### src/design/bwcr_pkg.sv
/*
 * Package of the bridge window configuration registers: register offsets,
 * field positions, reset values and the decode carrier types.
 * Assumes byte addresses on a 32-bit classic Wishbone register bus.
 */
package bwcr_pkg;

    // ------------------------------------------------------------
    // Register byte offsets
    // ------------------------------------------------------------
    localparam logic [7:0] OFF_PF_WINDOW = 8'h24;
    localparam logic [7:0] OFF_PF_BOTTOM_HIGH = 8'h28;
    localparam logic [7:0] OFF_PF_TOP_HIGH = 8'h2c;
    localparam logic [7:0] OFF_IO_WINDOW_HIGH = 8'h30;
    localparam logic [7:0] OFF_CAP_POINTER = 8'h34;
    localparam logic [7:0] OFF_IRQ_LINE = 8'h3c;

    // ------------------------------------------------------------
    // Field positions
    // ------------------------------------------------------------
    localparam int PF_BASE_LSB = 4;
    localparam int PF_BASE_MSB = 15;
    localparam int PF_LIMIT_LSB = 20;
    localparam int PF_LIMIT_MSB = 31;
    localparam int PF_BASE_CAP_LSB = 0;
    localparam int PF_LIMIT_CAP_LSB = 16;
    localparam int IO_BOTTOM_LSB = 0;
    localparam int IO_TOP_LSB = 16;
    localparam int CAP_PTR_LSB = 0;
    localparam int IRQ_PIN_LSB = 8;

    // ------------------------------------------------------------
    // Reset and fixed values
    // ------------------------------------------------------------
    localparam logic [11:0] PF_FIELD_RST = 12'h000;
    localparam logic [31:0] PF_HIGH_RST = 32'h0000_0000;
    localparam logic [15:0] IO_HIGH_RST = 16'h0000;
    localparam logic [3:0] ADDR_CAP_64 = 4'h1;
    localparam logic [19:0] WINDOW_LOW_ZERO = 20'h0_0000;
    localparam logic [19:0] WINDOW_LOW_ONES = 20'hf_ffff;
    localparam logic [15:0] IO_LOW_ZERO = 16'h0000;
    localparam logic [15:0] IO_LOW_ONES = 16'hffff;
    localparam logic [7:0] CAP_POINTER_VAL = 8'hdc;
    localparam logic [7:0] IRQ_PIN_VAL = 8'h00;
    localparam logic [31:0] READ_ZERO = 32'h0000_0000;

    // ------------------------------------------------------------
    // Decode carrier types
    // ------------------------------------------------------------
    typedef struct packed {
        logic valid;
        logic is_io;
        logic from_secondary;
        logic [63:0] addr;
    } bwcr_req_t;

    typedef struct packed {
        logic valid;
        logic in_window;
        logic forward;
    } bwcr_resp_t;

endpackage : bwcr_pkg

### src/design/bwcr_regs.sv
/*
 * Prefetchable and I/O window configuration registers of a two-port bridge,
 * with the forwarding window decode they steer.
 * Assumes a classic Wishbone master on the same clock, and decode requests
 * driven by logic on the same clock.
 * The low I/O base and limit bytes live outside this block, so the I/O
 * window is decoded in 64 KB granules only.
 * A limit below its base gives an empty window, not an error.
 */
// Summary of operation
// - Bits 31:20 of the prefetchable window register are a writable 12-bit top field.
// - The low 20 address bits of the prefetchable window top are taken as all ones.
// - Memory transactions are forwarded or not by comparing against the prefetch window.
// - Offset 28h holds writable bits 63:32 of the prefetch window bottom, reset to zero.
// - Offset 2Ch holds writable bits 63:32 of the prefetch window top, reset to zero.
// - The low half of offset 30h holds writable I/O bottom bits 31:16, reset to zero.
// - The high half of offset 30h holds writable I/O top bits 31:16, reset to zero.
// - The capability pointer byte at offset 34h always reads DCh.
// - The interrupt pin byte at bits 15:8 of offset 3Ch is read-only zero.
// - The low 20 bits of the prefetch bottom are zero, bits 31:20 from the base field.
`timescale 1ns/1ns

module bwcr_regs #(
    parameter int ADDR_W = 8
) (
    input wire logic clk,
    input wire logic nrst,
    input wire logic wb_cyc_i,
    input wire logic wb_stb_i,
    input wire logic wb_we_i,
    input wire logic [ADDR_W-1:0] wb_adr_i,
    input wire logic [3:0] wb_sel_i,
    input wire logic [31:0] wb_dat_i,
    output logic [31:0] wb_dat_o,
    output logic wb_ack_o,
    input wire bwcr_pkg::bwcr_req_t dec_req,
    output bwcr_pkg::bwcr_resp_t dec_resp
);
    import bwcr_pkg::*;

    // ------------------------------------------------------------
    // Elaboration check
    // ------------------------------------------------------------
    if (ADDR_W < 6 || ADDR_W > 12) begin : g_bad_addr_w
        $error("ADDR_W must lie between 6 and 12");
    end
    if (PF_LIMIT_MSB - PF_LIMIT_LSB != 11 || PF_BASE_MSB - PF_BASE_LSB != 11) begin : g_bad_fld
        $error("Prefetch window fields must be 12 bits wide");
    end

    // ------------------------------------------------------------
    // Byte-lane merge for partial writes
    // ------------------------------------------------------------
    function automatic logic [31:0] lane_merge(
        input logic [31:0] old_val,
        input logic [31:0] new_val,
        input logic [3:0] sel
    );
        logic [31:0] res;
        res = old_val;
        for (int i = 0; i < 4; i++) begin
            if (sel[i]) begin
                res[8*i +: 8] = new_val[8*i +: 8];
            end
        end
        return res;
    endfunction : lane_merge

    // ------------------------------------------------------------
    // Register state
    // ------------------------------------------------------------
    logic [11:0] pf_base_reg;
    logic [11:0] pf_base_next;
    logic [11:0] pf_limit_reg;
    logic [11:0] pf_limit_next;
    logic [31:0] pf_bottom_high_reg;
    logic [31:0] pf_bottom_high_next;
    logic [31:0] pf_top_high_reg;
    logic [31:0] pf_top_high_next;
    logic [15:0] io_bottom_high_reg;
    logic [15:0] io_bottom_high_next;
    logic [15:0] io_top_high_reg;
    logic [15:0] io_top_high_next;
    logic ack_reg;
    logic ack_next;
    logic [31:0] rdata_reg;
    logic [31:0] rdata_next;

    logic [7:0] offset;
    logic bus_req;
    logic wr_commit;
    logic [31:0] pf_window_word;
    logic [31:0] io_window_word;
    logic [31:0] cap_word;
    logic [31:0] irq_word;
    logic [31:0] merged;
    logic [31:0] merged_io;

    // Offsets above the decoded width alias; only low byte is compared
    assign offset = 8'(wb_adr_i);
    assign bus_req = wb_cyc_i & wb_stb_i;
    // Write lands on the edge where the master sees ack high
    assign wr_commit = bus_req & wb_we_i & ack_reg;

    // ------------------------------------------------------------
    // Read views of each word
    // ------------------------------------------------------------
    always_comb begin
        pf_window_word = READ_ZERO;
        pf_window_word[PF_LIMIT_MSB:PF_LIMIT_LSB] = pf_limit_reg;
        pf_window_word[PF_LIMIT_CAP_LSB +: 4] = ADDR_CAP_64;
        pf_window_word[PF_BASE_MSB:PF_BASE_LSB] = pf_base_reg;
        pf_window_word[PF_BASE_CAP_LSB +: 4] = ADDR_CAP_64;
        io_window_word = READ_ZERO;
        io_window_word[IO_BOTTOM_LSB +: 16] = io_bottom_high_reg;
        io_window_word[IO_TOP_LSB +: 16] = io_top_high_reg;
        cap_word = READ_ZERO;
        cap_word[CAP_PTR_LSB +: 8] = CAP_POINTER_VAL;
        irq_word = READ_ZERO;
        irq_word[IRQ_PIN_LSB +: 8] = IRQ_PIN_VAL;
    end

    // ------------------------------------------------------------
    // Bus answer next state
    // ------------------------------------------------------------
    always_comb begin
        rdata_next = rdata_reg;
        // One wait state; ack drops in the cycle after it is given
        ack_next = bus_req & ~ack_reg;
        if (ack_next) begin
            // Data is captured as the access is taken, so it stands while ack is high
            case (offset)
                OFF_PF_WINDOW: rdata_next = pf_window_word;
                OFF_PF_BOTTOM_HIGH: rdata_next = pf_bottom_high_reg;
                OFF_PF_TOP_HIGH: rdata_next = pf_top_high_reg;
                OFF_IO_WINDOW_HIGH: rdata_next = io_window_word;
                OFF_CAP_POINTER: rdata_next = cap_word;
                OFF_IRQ_LINE: rdata_next = irq_word;
                // Unmapped offsets read zero rather than raise an error
                default: rdata_next = READ_ZERO;
            endcase
        end
    end

    always_ff @(posedge clk or negedge nrst) begin
        if (!nrst) begin
            ack_reg <= 1'b0;
            rdata_reg <= READ_ZERO;
        end else begin
            ack_reg <= ack_next;
            rdata_reg <= rdata_next;
        end
    end

    // ------------------------------------------------------------
    // Write strobes per word
    // ------------------------------------------------------------
    logic wr_pf_window;
    logic wr_pf_bottom_high;
    logic wr_pf_top_high;
    logic wr_io_window;

    // Read-only and unmapped words have no strobe, so writes to them are lost
    assign wr_pf_window = wr_commit && (offset == OFF_PF_WINDOW);
    assign wr_pf_bottom_high = wr_commit && (offset == OFF_PF_BOTTOM_HIGH);
    assign wr_pf_top_high = wr_commit && (offset == OFF_PF_TOP_HIGH);
    assign wr_io_window = wr_commit && (offset == OFF_IO_WINDOW_HIGH);

    // ------------------------------------------------------------
    // Prefetch window next state
    // ------------------------------------------------------------
    always_comb begin
        pf_base_next = pf_base_reg;
        pf_limit_next = pf_limit_reg;
        pf_bottom_high_next = pf_bottom_high_reg;
        pf_top_high_next = pf_top_high_reg;
        merged = READ_ZERO;
        if (wr_pf_window) begin
            // Merging with the read view keeps the read-only codes out of the fields
            merged = lane_merge(pf_window_word, wb_dat_i, wb_sel_i);
            pf_limit_next = merged[PF_LIMIT_MSB:PF_LIMIT_LSB];
            pf_base_next = merged[PF_BASE_MSB:PF_BASE_LSB];
        end
        if (wr_pf_bottom_high) begin
            pf_bottom_high_next = lane_merge(pf_bottom_high_reg, wb_dat_i,
                wb_sel_i);
        end
        if (wr_pf_top_high) begin
            pf_top_high_next = lane_merge(pf_top_high_reg, wb_dat_i,
                wb_sel_i);
        end
    end

    always_ff @(posedge clk or negedge nrst) begin
        if (!nrst) begin
            pf_base_reg <= PF_FIELD_RST;
            pf_limit_reg <= PF_FIELD_RST;
            pf_bottom_high_reg <= PF_HIGH_RST;
            pf_top_high_reg <= PF_HIGH_RST;
        end else begin
            pf_base_reg <= pf_base_next;
            pf_limit_reg <= pf_limit_next;
            pf_bottom_high_reg <= pf_bottom_high_next;
            pf_top_high_reg <= pf_top_high_next;
        end
    end

    // ------------------------------------------------------------
    // I/O window next state
    // ------------------------------------------------------------
    always_comb begin
        io_bottom_high_next = io_bottom_high_reg;
        io_top_high_next = io_top_high_reg;
        merged_io = READ_ZERO;
        if (wr_io_window) begin
            merged_io = lane_merge(io_window_word, wb_dat_i, wb_sel_i);
            io_bottom_high_next = merged_io[IO_BOTTOM_LSB +: 16];
            io_top_high_next = merged_io[IO_TOP_LSB +: 16];
        end
    end

    always_ff @(posedge clk or negedge nrst) begin
        if (!nrst) begin
            io_bottom_high_reg <= IO_HIGH_RST;
            io_top_high_reg <= IO_HIGH_RST;
        end else begin
            io_bottom_high_reg <= io_bottom_high_next;
            io_top_high_reg <= io_top_high_next;
        end
    end

    assign wb_ack_o = ack_reg;
    assign wb_dat_o = rdata_reg;

    // ------------------------------------------------------------
    // Forwarding window decode
    // ------------------------------------------------------------
    logic [63:0] pf_bottom;
    logic [63:0] pf_top;
    logic [31:0] io_bottom;
    logic [31:0] io_top;
    logic hit;
    bwcr_resp_t resp_reg;
    bwcr_resp_t resp_next;

    // Full-width window ends assembled from the register fields
    assign pf_bottom = {pf_bottom_high_reg, pf_base_reg, WINDOW_LOW_ZERO};
    assign pf_top = {pf_top_high_reg, pf_limit_reg, WINDOW_LOW_ONES};
    // Lower I/O fields live elsewhere; only the 64 KB granule is decoded here
    assign io_bottom = {io_bottom_high_reg, IO_LOW_ZERO};
    assign io_top = {io_top_high_reg, IO_LOW_ONES};

    // ------------------------------------------------------------
    // Window compare terms
    // ------------------------------------------------------------
    logic pf_above_bottom;
    logic pf_below_top;
    logic io_upper_clear;
    logic io_above_bottom;
    logic io_below_top;
    logic pf_hit;
    logic io_hit;

    // Both ends count as inside the window
    assign pf_above_bottom = dec_req.addr >= pf_bottom;
    assign pf_below_top = dec_req.addr <= pf_top;
    // I/O space is 32 bits; higher address bits must be clear
    assign io_upper_clear = dec_req.addr[63:32] == PF_HIGH_RST;
    assign io_above_bottom = dec_req.addr[31:0] >= io_bottom;
    assign io_below_top = dec_req.addr[31:0] <= io_top;
    assign pf_hit = pf_above_bottom & pf_below_top;
    assign io_hit = io_upper_clear & io_above_bottom & io_below_top;

    always_comb begin
        resp_next = resp_reg;
        hit = 1'b0;
        resp_next.valid = dec_req.valid;
        if (dec_req.valid) begin
            if (dec_req.is_io) begin
                hit = io_hit;
            end else begin
                hit = pf_hit;
            end
            resp_next.in_window = hit;
            // Downstream inside the window, upstream outside it
            resp_next.forward = dec_req.from_secondary ? ~hit : hit;
        end
    end

    always_ff @(posedge clk or negedge nrst) begin
        if (!nrst) begin
            resp_reg <= '0;
        end else begin
            resp_reg <= resp_next;
        end
    end

    assign dec_resp = resp_reg;

endmodule : bwcr_regs

### config.mk
export PLATFORM = sky130hd
export DESIGN_NAME = bwcr_regs
export DESIGN_NICKNAME = d
export VERILOG_FILES = /design/src/design/bwcr_pkg.sv /design/src/design/bwcr_regs.sv
export SDC_FILE = /design/constraint.sdc
export NUM_CORES = 1
export LEC_CHECK = 0
export ABC_AREA = 1
export BUFFER_PORTS_ARGS = -buffer_cell sky130_fd_sc_hd__buf_2
export CAP_MARGIN = 20
export CORE_ASPECT_RATIO = 1.1
export CORE_MARGIN = 2
export CORE_UTILIZATION = 35
export CTS_BUF_LIST = sky130_fd_sc_hd__clkbuf_16
export CTS_CLUSTER_DIAMETER = 50
export DETAILED_ROUTE_END_ITERATION = 12
export HOLD_SLACK_MARGIN = 0.06
export SLEW_MARGIN = 10
export SYNTH_ARGS = -nofsm -noshare
export SYNTH_HDL_FRONTEND = slang
export SYNTH_SLANG_ARGS = --single-unit
### constraint.sdc
create_clock -name clk -period 2 [get_ports clk]
set_input_delay 0 -clock clk [delete_from_list [all_inputs] [get_ports clk]]
set_output_delay 0 -clock clk [all_outputs]
set_load 0.005 [all_outputs]
== Word level (Yosys, flattened, before mapping) ==
Cells that the tools add are included.
Word-level totals
  register bits: 156
  output and inout bits: 36
  bits of input ports: 116
  word-level logic and storage cells: 64
Cells by class
  reduce and logical (&&, ||, !) cells: 21
  muxes and demuxes: 4
  eq/ne operators: 5
  magnitude comparators: 4
  bitwise logic cells: 9
Operators with widths (count)
  case mux 32 bit (5 select lines): 1
  >= comparator 64 bit: 1
  less-or-equal comparator 64 bit: 1
  equality test 8 x 6 -> 1 bit, second input constant: 5
  >= comparator 32 bit: 1
  less-or-equal comparator 32 bit: 1
  logical NOT 32 bit: 1
  AND reduction 2 bit: 16
  bitwise AND 1 bit: 7
  logical AND 1 bit: 4
  2-to-1 mux 1 bit: 3
  inverter 1 bit: 2

== Longest topological paths before layout ==
Gate-level depths: netlist of run 1.
  depth in word-level cells: 7
  gate-level depth with buffers: 18

== Worst setup path after synthesis of run 1 ==
No wires, ideal clock.
  kind: register to register
  start: register pf_top_high_reg[31]
  end: register resp_reg, in the netlist dec_resp[0]
  buffers on the path: 0
  clock period less this slack: 1.667 ns
  setup time: 0.117 ns
  arrival: 1.550 ns
  slack: 0.333 ns
  cell stages (with the launch flop): 16
  cells stage by stage: dfrtp_1 inv_1 ha_1 nand2_1 inv_1 nand3_1 nor2_1 nand2_1 nor2_1 nand2_1 nand3_1 nand2_1 nand3_1 nand3_1 nand3_1 nand2_1
Between the ends
  word-level cells in the longest chain between the ends: 6
Ends and longest elaborated chain
  from (decl): RTL line bwcr_regs.sv:78  | logic [31:0] pf_top_high_reg;
  from (signal assigned): RTL line bwcr_regs.sv:204  | pf_top_high_reg <= pf_top_high_next;
  less-or-equal comparator 64 bit (*): RTL line bwcr_regs.sv:266  | assign pf_below_top = dec_req.addr <= pf_top;
  bitwise AND 1 bit (*): RTL line bwcr_regs.sv:271  | assign pf_hit = pf_above_bottom & pf_below_top;
  2-to-1 mux 1 bit (*): RTL line bwcr_regs.sv:279  | if (dec_req.is_io) begin
  2-to-1 mux 1 bit (*): RTL line bwcr_regs.sv:278  | if (dec_req.valid) begin
  inverter 1 bit: RTL line bwcr_regs.sv:286  | resp_next.forward = dec_req.from_secondary ? ~hit : hit;
  2-to-1 mux 1 bit (*): RTL line bwcr_regs.sv:286
  to (signal assigned): RTL line bwcr_regs.sv:294  | resp_reg <= resp_next;
  to (decl): RTL line bwcr_regs.sv:243  | bwcr_resp_t resp_reg;
Mark *: on every way between the ends. The rest lies on a longest branch, timed or not. The select of a mux whose other input is x is not followed.
A chain may end at the register's enable or synchronous reset.

== Final worst setup path of run 1 ==
  start: register io_bottom_high_reg[14]
  end: register resp_reg, in the netlist dec_resp[0]
Between the ends
  word-level cells in the longest chain between the ends: 7
Ends and longest elaborated chain
  from (decl): RTL line bwcr_regs.sv:80  | logic [15:0] io_bottom_high_reg;
  from (signal assigned): RTL line bwcr_regs.sv:227  | io_bottom_high_reg <= io_bottom_high_next;
  >= comparator 32 bit (*): RTL line bwcr_regs.sv:269  | assign io_above_bottom = dec_req.addr[31:0] >= io_bottom;
  bitwise AND 1 bit (*) (2 in series): RTL line bwcr_regs.sv:272  | assign io_hit = io_upper_clear & io_above_bottom & io_below_top;
  2-to-1 mux 1 bit (*): RTL line bwcr_regs.sv:279
  2-to-1 mux 1 bit (*): RTL line bwcr_regs.sv:278
  inverter 1 bit: RTL line bwcr_regs.sv:286
  2-to-1 mux 1 bit (*): RTL line bwcr_regs.sv:286
Marked as above.

==> results of run 1 <==
[layout by cell type, fill, tap and decap left out, drive strengths merged, types with 5 or more instances in the layout]
master,n
a21o,6
a21oi,54
a221oi,13
and2,5
buf,182
clkbuf,17
clkinv,7
dfrtp,156
dlygate4sd3,39
ha,120
inv,201
nand2,322
nand3,34
nand4,15
nor2,81
nor3,16
o21ai,162
o22ai,30
[cell usage after synthesis]
cell,n
nor4_1,4
nor2_2,1
inv_1,196
nand3b_1,1
nand3_1,20
and3_1,1
or2_4,1
a31oi_1,1
nor3_1,12
nor2_4,1
inv_2,4
a221oi_1,13
clkbuf_1,13
o21ai_0,104
o21ai_1,50
buf_6,5
and2_1,5
nor2_1,79
nand4_1,15
nand2_1,320
nand3_4,4
nand2_2,2
a21o_1,6
nand3_2,10
clkinv_1,1
a21oi_1,54
o31ai_1,3
buf_2,12
buf_4,1
o22ai_1,30
o21a_1,4
o21ai_2,8
ha_1,120
nor3_2,4
or2_2,2
dfrtp_1,156
clkinv_2,1
[per-stage QoR]
step / setup TNS, ns / utilization / std cells / worst slack, ns
6_report: 0 / 0.446 / 1846 / 0.128
5_1_grt: -0.0247 / 0.446 / 1845 / -0.0247
4_1_cts: 0 / 0.434 / 1833 / 0.00743
3_5_place_dp: 0 / 0.401 / 1766 / 0.00921
3_3_place_gp: 0 / 0.401 / 1766 / 0.0494
2_1_floorplan: 0 / - / 1264 / 0.333
[final cells by class]
class                      instances  share of cell area
tap                              363              0.0365
multi-input combinational        875               0.429
clock inverter                    11              0.0106
sequential                       156               0.314
antenna                            1            0.000201
timing repair buffer             221               0.114
clock buffer                      17              0.0342
inverter                         202              0.0611
[kinds of logic (layout without fill, tap and decap cells)]
kind of cell	count (synthesis)	count (layout)	synth area share
AND/OR/NAND/NOR	482	482	0.210
AO/OA/AOI/OAI	273	273	0.153
other	0	1	0
adder cells (fa/ha/maj)	120	120	0.151
buffers and inverters	233	451	0.0938
flip-flops	156	156	0.393
[final timing paths]
check | endpoint | startpoint | cells past startpoint
max | dec_resp[0] | io_bottom_high_reg[14] | 13
min | wb_ack_o | wb_stb_i | 4
max in group asynchronous | wb_dat_o[24] | nrst | 3
min reg2reg | wb_dat_o[24] | wb_dat_o[24] | 2
max reg2reg | dec_resp[0] | io_bottom_high_reg[14] | 13
min in group asynchronous | io_top_high_reg[0] | nrst | 2
[worst reg2reg max path, cell delays in order, from the launching register on]
cell and delay (ns):
dfrtp_1 0.39, inv_1 0.06, ha_1 0.27, nand2_1 0.05
nor2_1 0.18, nand2_1 0.13, nor3_1 0.14, nand3_1 0.09
nand3_1 0.13, nand3_2 0.10, nand2_1 0.07, nand2_1 0.05
nand3_1 0.06, nand2_1 0.05
[layer usage]
layer / wire length [µm] / vias to the layer above / part of all wire
met5: 13 / - / 0.00042
met4: 670 / 2 / 0.022
met3: 1380 / 42 / 0.044
met2: 15000 / 240 / 0.48
met1: 13900 / 4282 / 0.45
li1: - / 4575 / -
[what timing repair did]
action	CTS	global route
setup buffers	0	12
resized for setup	0	50
hold buffers	39	0
endpoints found under the setup margin	0	2
endpoints found under the hold margin	245	0
[report_power, final]
group	total, W	internal (W)	switching (W)
Sequential	0.00318	0.00317	0.00000957
Combinational	0.000838	0.000342	0.000495
Clock	0.00320	0.00191	0.00129
Total	0.00721	0.00542	0.00179
==> results.txt, run 1 <==
Status: complete, no violations
Setup violators final: 0
Critical-path maximum fanout: 3
Area of the mapped netlist: 9940 µm²
Initial antenna violation count: 2
DRT iter0 DRCs: 592
Critical path endpoint category: flip-flop
TritonCTS clock tree: yes
Worst path max stage delay: 0.39 ns
Worst-Margin Slew: 0.611 ns
Max Cap Viol: 0
Routed len/inst: 16.7 µm
Starting Density: 0.357
Pwr dens: 580 nW/µm²
Syn Nets: 1500
Critical path, cell by cell: inv_1 > ha_1 > nand2_1 > nor2_1 > nand2_1 > nor3_1 > nand3_1 > nand3_1 > nand3_2 > nand2_1 > nand2_1 > nand3_1 > nand2_1
Clk root buf: clkbuf_16
Leakage: 5.82 nW
Aggregate global-route resource usage: 0.211
Drt total wl: 30900 µm
Clock sink count: 156
Period utilization: 0.936
GPL Wtd Cong: 0.903
Clk_skew: 0.0111 ns
Grt met1 use: 0.278
Die H: 181 µm
Fin. max-slew vios: 0
Number of global-route vias before repair: 8779
Crit path max-delay family: simple AND/OR/NAND/NOR gates
M2 GR Usage: 0.355
Post-route ant nets: 0
DR pass1 iterations: 5
Final hold viol count: 0
Area after DPL: 11200 µm²
Sequential area share after synthesis: 0.393
Critical Path AT: 2.20 ns
Synth area leaders: dfrtp_1, ha_1, nand2_1
Hold_ws: 0.0862 ns
Max_slew headroom: 0.593
DR vias: 9141
Fillers: 2846
Startpoint type of the worst setup path: flip-flop
Slowest cell on crit path: dfrtp_1
Core area: 27900 µm²
Layout cells sized above 1: 0.194
Critical Path RT: 2.33 ns
First-pass GRT wire length: 47900 µm
Largest net degree at the start of global routing: 60
Cell taking the most area after synthesis: dfrtp_1
Final #Nets: 1709
Htree depth: 4
Cells after Synth: 1264
Final min period: 1.87 ns
Synth top area share: 0.393
I/O pins: 152
Remaining global-route overflow: 0
GR peak layer: met2
Clock Pin Slew Worst Setup and Hold Paths: 0.07 ns
Die width: 165 µm
Port Buf Inserts: 151
Skew-Pair Late Insertion Delay: 0.44 ns
Area of the multi-input gates: 5330 µm²
Max VDD drop: 0.000601 V
CP Class: reg2reg
Fmax: 534 MHz
Synth warn: 0
CTS Buf Count: 17
Die area: 29800 µm²
DR vias/cell: 4.95
Site Rows: 64
Final Total Pwr: 0.00721 W
DRC: 0
CP Buf/Inv Count: 1
Synth unique cells: 37
Dpl hpwl: 23800 µm
Mean Syn Cell Area: 7.86 µm²
Final instance area: 12400 µm²
FF/Latch Area: 3900 µm²
GRT met3 Usage: 0.0315
Bufs on Longest Clock Path: 2
#FFs+latches synth: 156
Flop-to-flop setup slack: 0.13 ns
CP most frequent cell: nand2_1
Worst hold path type: in2reg
Area growth from synthesis to layout: 25.1%
No activity file was read; power rests on OpenSTA's default activity.
==> inputs of run 2 (changes only) <==
CTS_CLUSTER_DIAMETER = 120   (was 50)
SETUP_SLACK_MARGIN = 0.2   (was unset)
==> run 2 against run 1 <==
Compared with the run above:
- the run now ends with negative hold slack left
- non-clock buffer count increased by 20
- worst setup slack improved by 0.015 ns
- register-to-register slack improved by 0.02 ns
- first-iteration DRC count increased by 10%
- hold slack got worse by 0.21 ns
- design area increased by 3.0%
- maximum frequency increased by 0.81%
- power increased by 0.61%
- utilization increased by 1.3 points
- clock-buffer cell count unchanged
==> results.txt, run 2 (same netlist as run 1, synthesis figures left out) <==
Number of global-route vias before repair: 8921
Leakage: 5.96 nW
Die H: 181 µm
Core area: 27900 µm²
Capturing point of the worst reg2reg path: dec_resp[0]
Flop-to-flop setup slack: 0.14 ns
Grt met1 use: 0.281
Critical-path maximum fanout: 3
Critical Path RT: 2.34 ns
Max_slew headroom: 0.593
DRC: 0
DRT iter0 DRCs: 653
TritonCTS clock tree: yes
Reg2reg start: pf_top_high_reg[13]
Final min period: 1.86 ns
Failing checks: negative hold slack
Site Rows: 64
I/O pins: 152
Status: finished, violations left
GR peak layer: met2
Fin. max-slew vios: 0
Setup WS pre-CTS: 0.00921 ns
Setup_tns: 0 ns
Critical Path AT: 2.19 ns
Htree depth: 4
GPL Wtd Cong: 0.903
Layout cells sized above 1: 0.234
CTS Buf Count: 17
Clk root buf: clkbuf_16
Aggregate global-route resource usage: 0.214
Clock sink count: 156
Port Buf Inserts: 151
Unrepaired setup endpoints after global routing: yes
Critical path endpoint category: flip-flop
Worst hold path type: in2reg
Setup WS post-layout: 0.143 ns
Bufs on Longest Clock Path: 2
Startpoint type of the worst setup path: flip-flop
Area after DPL: 11200 µm²
M2 GR Usage: 0.361
Remaining global-route overflow: 0
Final hold viol count: 1
Clock Pin Slew Worst Setup and Hold Paths: 0.07 ns
DR pass1 iterations: 5
Pwr dens: 567 nW/µm²
Largest net degree at the start of global routing: 60
Setup violators final: 0
Routed len/inst: 16.8 µm
Max Cap Viol: 0
Worst reg2reg path depth: 13
Initial antenna violation count: 2
Max VDD drop: 0.000587 V
Dpl hpwl: 23800 µm
Area growth from synthesis to layout: 28.8%
Hold_ws: -0.120 ns
First-pass GRT wire length: 48600 µm
Crit path launch: pf_top_high_reg[13]
CP Class: reg2reg
Hold Buf Count CTS: 38
Starting Density: 0.357
GRT met3 Usage: 0.0315
DR vias: 9318
Most common cell after layout, fill and taps aside: nand2_1
Most frequent cells in the layout: nand2_1, inv_1, dfrtp_1
Die width: 165 µm
Drt total wl: 31400 µm
Die area: 29800 µm²
Final instance area: 12800 µm²
Clk_skew: 0.0106 ns
Fmax: 539 MHz
Skew-Pair Late Insertion Delay: 0.44 ns
DR vias/cell: 4.99
Worst-Margin Slew: 0.610 ns
Post-route ant nets: 0
Period utilization: 0.928
Worst Setup EP: dec_resp[0]
Final #Nets: 1729
[run 2: changes by cell type in the layout (fill, tap and decap cells not counted)]
cell,before,now
nor2_4,6,8
ha_4,9,23
inv_1,192,179
a21oi_1,53,51
ha_1,111,97
nor2_1,65,63
and2_1,4,2
buf_4,28,49
and2_4,1,3
nand2_1,314,305
a21oi_2,1,3
inv_2,9,22
dlygate4sd3_1,39,38
nand2_2,8,17
[run 2: worst min path at each step]
stage          cells after the start                    end         from  slack [ns]
2_1_floorplan                      0            dec_resp[0]         nrst       -0.30
3_3_place_gp                       1  pf_bottom_high_reg[1]         nrst        0.04
3_5_place_dp                       1            wb_dat_o[1]         nrst        0.03
4_1_cts                            4            dec_resp[0]  dec_req[64]       -0.13
5_1_grt                            4            dec_resp[0]  dec_req[64]       -0.11
6_report                           4            dec_resp[0]  dec_req[64]       -0.12
[run 2: area by class of cell]
| type | count | area (µm²) |
|---|---|---|
| diodes | 1 | 2.50 |
| clock buffers | 17 | 425 |
| clock inverters | 11 | 131 |
| fillers | 2779 | 15100 |
| inverters | 202 | 759 |
| multi-input cells | 875 | 5560 |
| flip-flops and latches | 156 | 3900 |
| well taps | 363 | 454 |
| repair buffers | 241 | 1570 |
[run 2: repair_timing]
item | in CTS | in global routing
endpoints found under the setup margin | 2 | 2
resized for setup | 63 | 31
setup buffers | 17 | 16
pin swaps | 30 | 20
hold endpoints to repair | 245 | 1
[run 2: layer usage]
layer,up-vias,share of wire
met2,263,0.49
met5,-,0.00041
met1,4398,0.44
met3,45,0.051
met4,2,0.021
li1,4610,-
[run 2: worst max-delay path: stages (launching register included)]
cell and delay, ns:
dfrtp_1 0.37, inv_1 0.08, ha_4 0.26, nand4_1 0.16
nor2_4 0.17, nand2_2 0.09, nor2_4 0.12, nand4_1 0.08
nand2_1 0.10, nand3_2 0.08, nand2_1 0.08, nand2_1 0.05
nand3_1 0.06, nand2_1 0.05
[run 2: power breakdown]
part	internal, W	switching [W]
Sequential	0.00317	0.00000927
Clock	0.00191	0.00129
Combinational	0.000363	0.000514
[run 2: metrics by stage]
stage	util	power (W)	hold WS, ns	instances
final	0.459	0.00726	-0.120	1866
after CTS	0.449	0.00727	-0.129	1849
after floorplan	-	0.00358	-0.296	1264
after detailed placement	0.401	0.00398	0.0329	1766
after global placement	0.401	0.00397	0.0365	1766
after global routing	0.459	0.00756	-0.106	1865
==> inputs of run 3 (changes only) <==
CORE_UTILIZATION = 50   (was 35)
PLACE_DENSITY = 0.72   (was unset)
==> run 3 against run 2 <==
Compared with the run above:
- the flow still finishes with violations (negative hold slack)
- sequential power barely moved
- clock-buffer cell count did not move
- design area fell by 1.3%
- largest cell class unchanged
==> results.txt, run 3 (same netlist as run 1, synthesis figures left out) <==
Number of global-route vias before repair: 9154
Critical path endpoint category: flip-flop
CP Buf/Inv Count: 2
Htree depth: 4
Area growth from synthesis to layout: 27.1%
Core area: 19700 µm²
Post-route ant nets: 0
Critical Path RT: 2.33 ns
Final Total Pwr: 0.00722 W
Most frequent cells in the layout: nand2_1, inv_1, dfrtp_1
Clock sink count: 156
Worst path max stage delay: 0.36 ns
DR vias: 9526
FF/Latch Area: 3900 µm²
Pwr dens: 572 nW/µm²
Final core occ: 0.642
Clk_skew: 0.00807 ns
Critical-path maximum fanout: 3
Crit path max-delay family: simple AND/OR/NAND/NOR gates
Worst hold path type: in2reg
Initial antenna violation count: 0
First-pass GRT wire length: 46800 µm
CTS Buf Count: 17
Share of power burned in combinational logic: 0.121
Sequential power share: 0.440
Hold_ws: -0.232 ns
Startpoint type of the worst setup path: flip-flop
Routed len/inst: 17.1 µm
Clk root buf: clkbuf_16
Critical Path AT: 2.25 ns
Final #Nets: 1721
CP Class: reg2reg
Aggregate global-route resource usage: 0.280
DRT iter0 DRCs: 881
Bufs on Longest Clock Path: 2
Hold Buf Count CTS: 36
Max Cap Viol: 0
Critical path, cell by cell: inv_2 > ha_4 > nand2_4 > nor2_4 > buf_6 > nand2_1 > nand2_1 > nand2_1 > nand2_2 > nand2_1 > nand4_1 > nand3_2 > nand2_1 > nand2_1 > nand3_1 > nand2_1
Most common cell after layout, fill and taps aside: nand2_1
TritonCTS clock tree: yes
Worst-Margin Slew: 0.554 ns
DR pass1 iterations: 6
Status: finished, violations left
Final hold viol count: 3
Die H: 152 µm
Starting Density: 0.505
Layout cells sized above 1: 0.234
Drt total wl: 30000 µm
Fin. max-slew vios: 0
Remaining global-route overflow: 0
Skew-Pair Late Insertion Delay: 0.44 ns
Area of the multi-input gates: 5600 µm²
Fmax: 520 MHz
Period utilization: 0.961
Fillers: 1658
GPL Wtd Cong: 0.915
DRC: 0
Antenna cells: 0
Die width: 138 µm
Die area: 21000 µm²
Switching Share: 0.261
Final min period: 1.92 ns
P_sw: 0.00188 W
Setup_tns: 0 ns
Slowest cell on crit path: dfrtp_1
CP most frequent cell: nand2_1
I/O pins: 152
DR vias/cell: 5.44
Internal Power: 0.00534 W
Setup WS pre-CTS: 0.0527 ns
Port Buf Inserts: 151
Setup WS post-layout: 0.0784 ns
Setup violators final: 0
Site Rows: 54
Max VDD drop: 0.000612 V
Leakage: 5.94 nW
Largest net degree at the start of global routing: 61
Clock Pin Slew Worst Setup and Hold Paths: 0.06 ns
Dpl hpwl: 21500 µm
Max_slew headroom: 0.631
Clock Power Share: 0.439
Unrepaired setup endpoints after global routing: yes
Failing checks: negative hold slack
-- run 3: worst register-to-register path: cells and delay by family, from the launching register on --
kind / cells / cell delay, ns
AND/OR/NAND/NOR: 13 / 1.00
flip-flops: 1 / 0.36
adder cells (fa/ha/maj): 1 / 0.28
buffers and inverters: 2 / 0.17
-- run 3: layout make-up --
| cell class | instances | area share |
|---|---|---|
| Clock buffer | 17 | 0.0337 |
| Inverter | 202 | 0.0601 |
| Tap cell | 252 | 0.0250 |
| Multi-Input combinational cell | 875 | 0.443 |
| Sequential cell | 156 | 0.309 |
| Clock inverter | 15 | 0.0106 |
| Timing Repair Buffer | 233 | 0.118 |
-- run 3: per-stage QoR --
stage | instance area (µm²) | cells
final | 12600 | 1750
after global routing | 12600 | 1750
after CTS | 12100 | 1724
after detailed placement | 11000 | 1652
after global placement | 11000 | 1652
after floorplan | 9940 | 1264
-- run 3: layer usage --
layer | GRT usage | share of wire | vias to the layer above
li1 | - | - | 4609
met1 | 0.367 | 0.42 | 4424
met2 | 0.465 | 0.48 | 400
met3 | 0.0501 | 0.060 | 93
met4 | 0.105 | 0.037 | 0
met5 | 0 | 0 | -
-- run 3: final timing paths --
| check | startpoint | to | slack [ns] | cells past startpoint |
|---|---|---|---|---|
| max in group asynchronous | nrst | io_bottom_high_reg[4] | 1.23 | 3 |
| setup / recovery | pf_bottom_high_reg[7] | dec_resp[0] | 0.08 | 16 |
| min in group asynchronous | nrst | io_top_high_reg[12] | 0.06 | 2 |
| setup reg to reg | pf_bottom_high_reg[7] | dec_resp[0] | 0.08 | 16 |
| hold reg to reg | wb_dat_o[24] | wb_dat_o[24] | 0.47 | 2 |
| hold / removal | dec_req[66] | dec_resp[2] | -0.23 | 1 |
-- run 3: repair_timing --
| action | 4_1_cts | 5_1_grt |
|---|---|---|
| pin swaps | 15 | 30 |
| endpoints found under the setup margin | 2 | 2 |
| hold endpoints to repair | 279 | 3 |
| resized for setup | 32 | 68 |
| setup buffers | 4 | 26 |
-- run 3: power groups by stage --
stage / combinational, W / sequential [W] / clock (W)
finish: 0.000876 / 0.00318 / 0.00317
global route: 0.000982 / 0.00317 / 0.00333
CTS: 0.000803 / 0.00318 / 0.00317
detailed placement: 0.000725 / 0.00323 / 0
global placement: 0.000707 / 0.00323 / 0
floorplan: 0.000349 / 0.00323 / 0
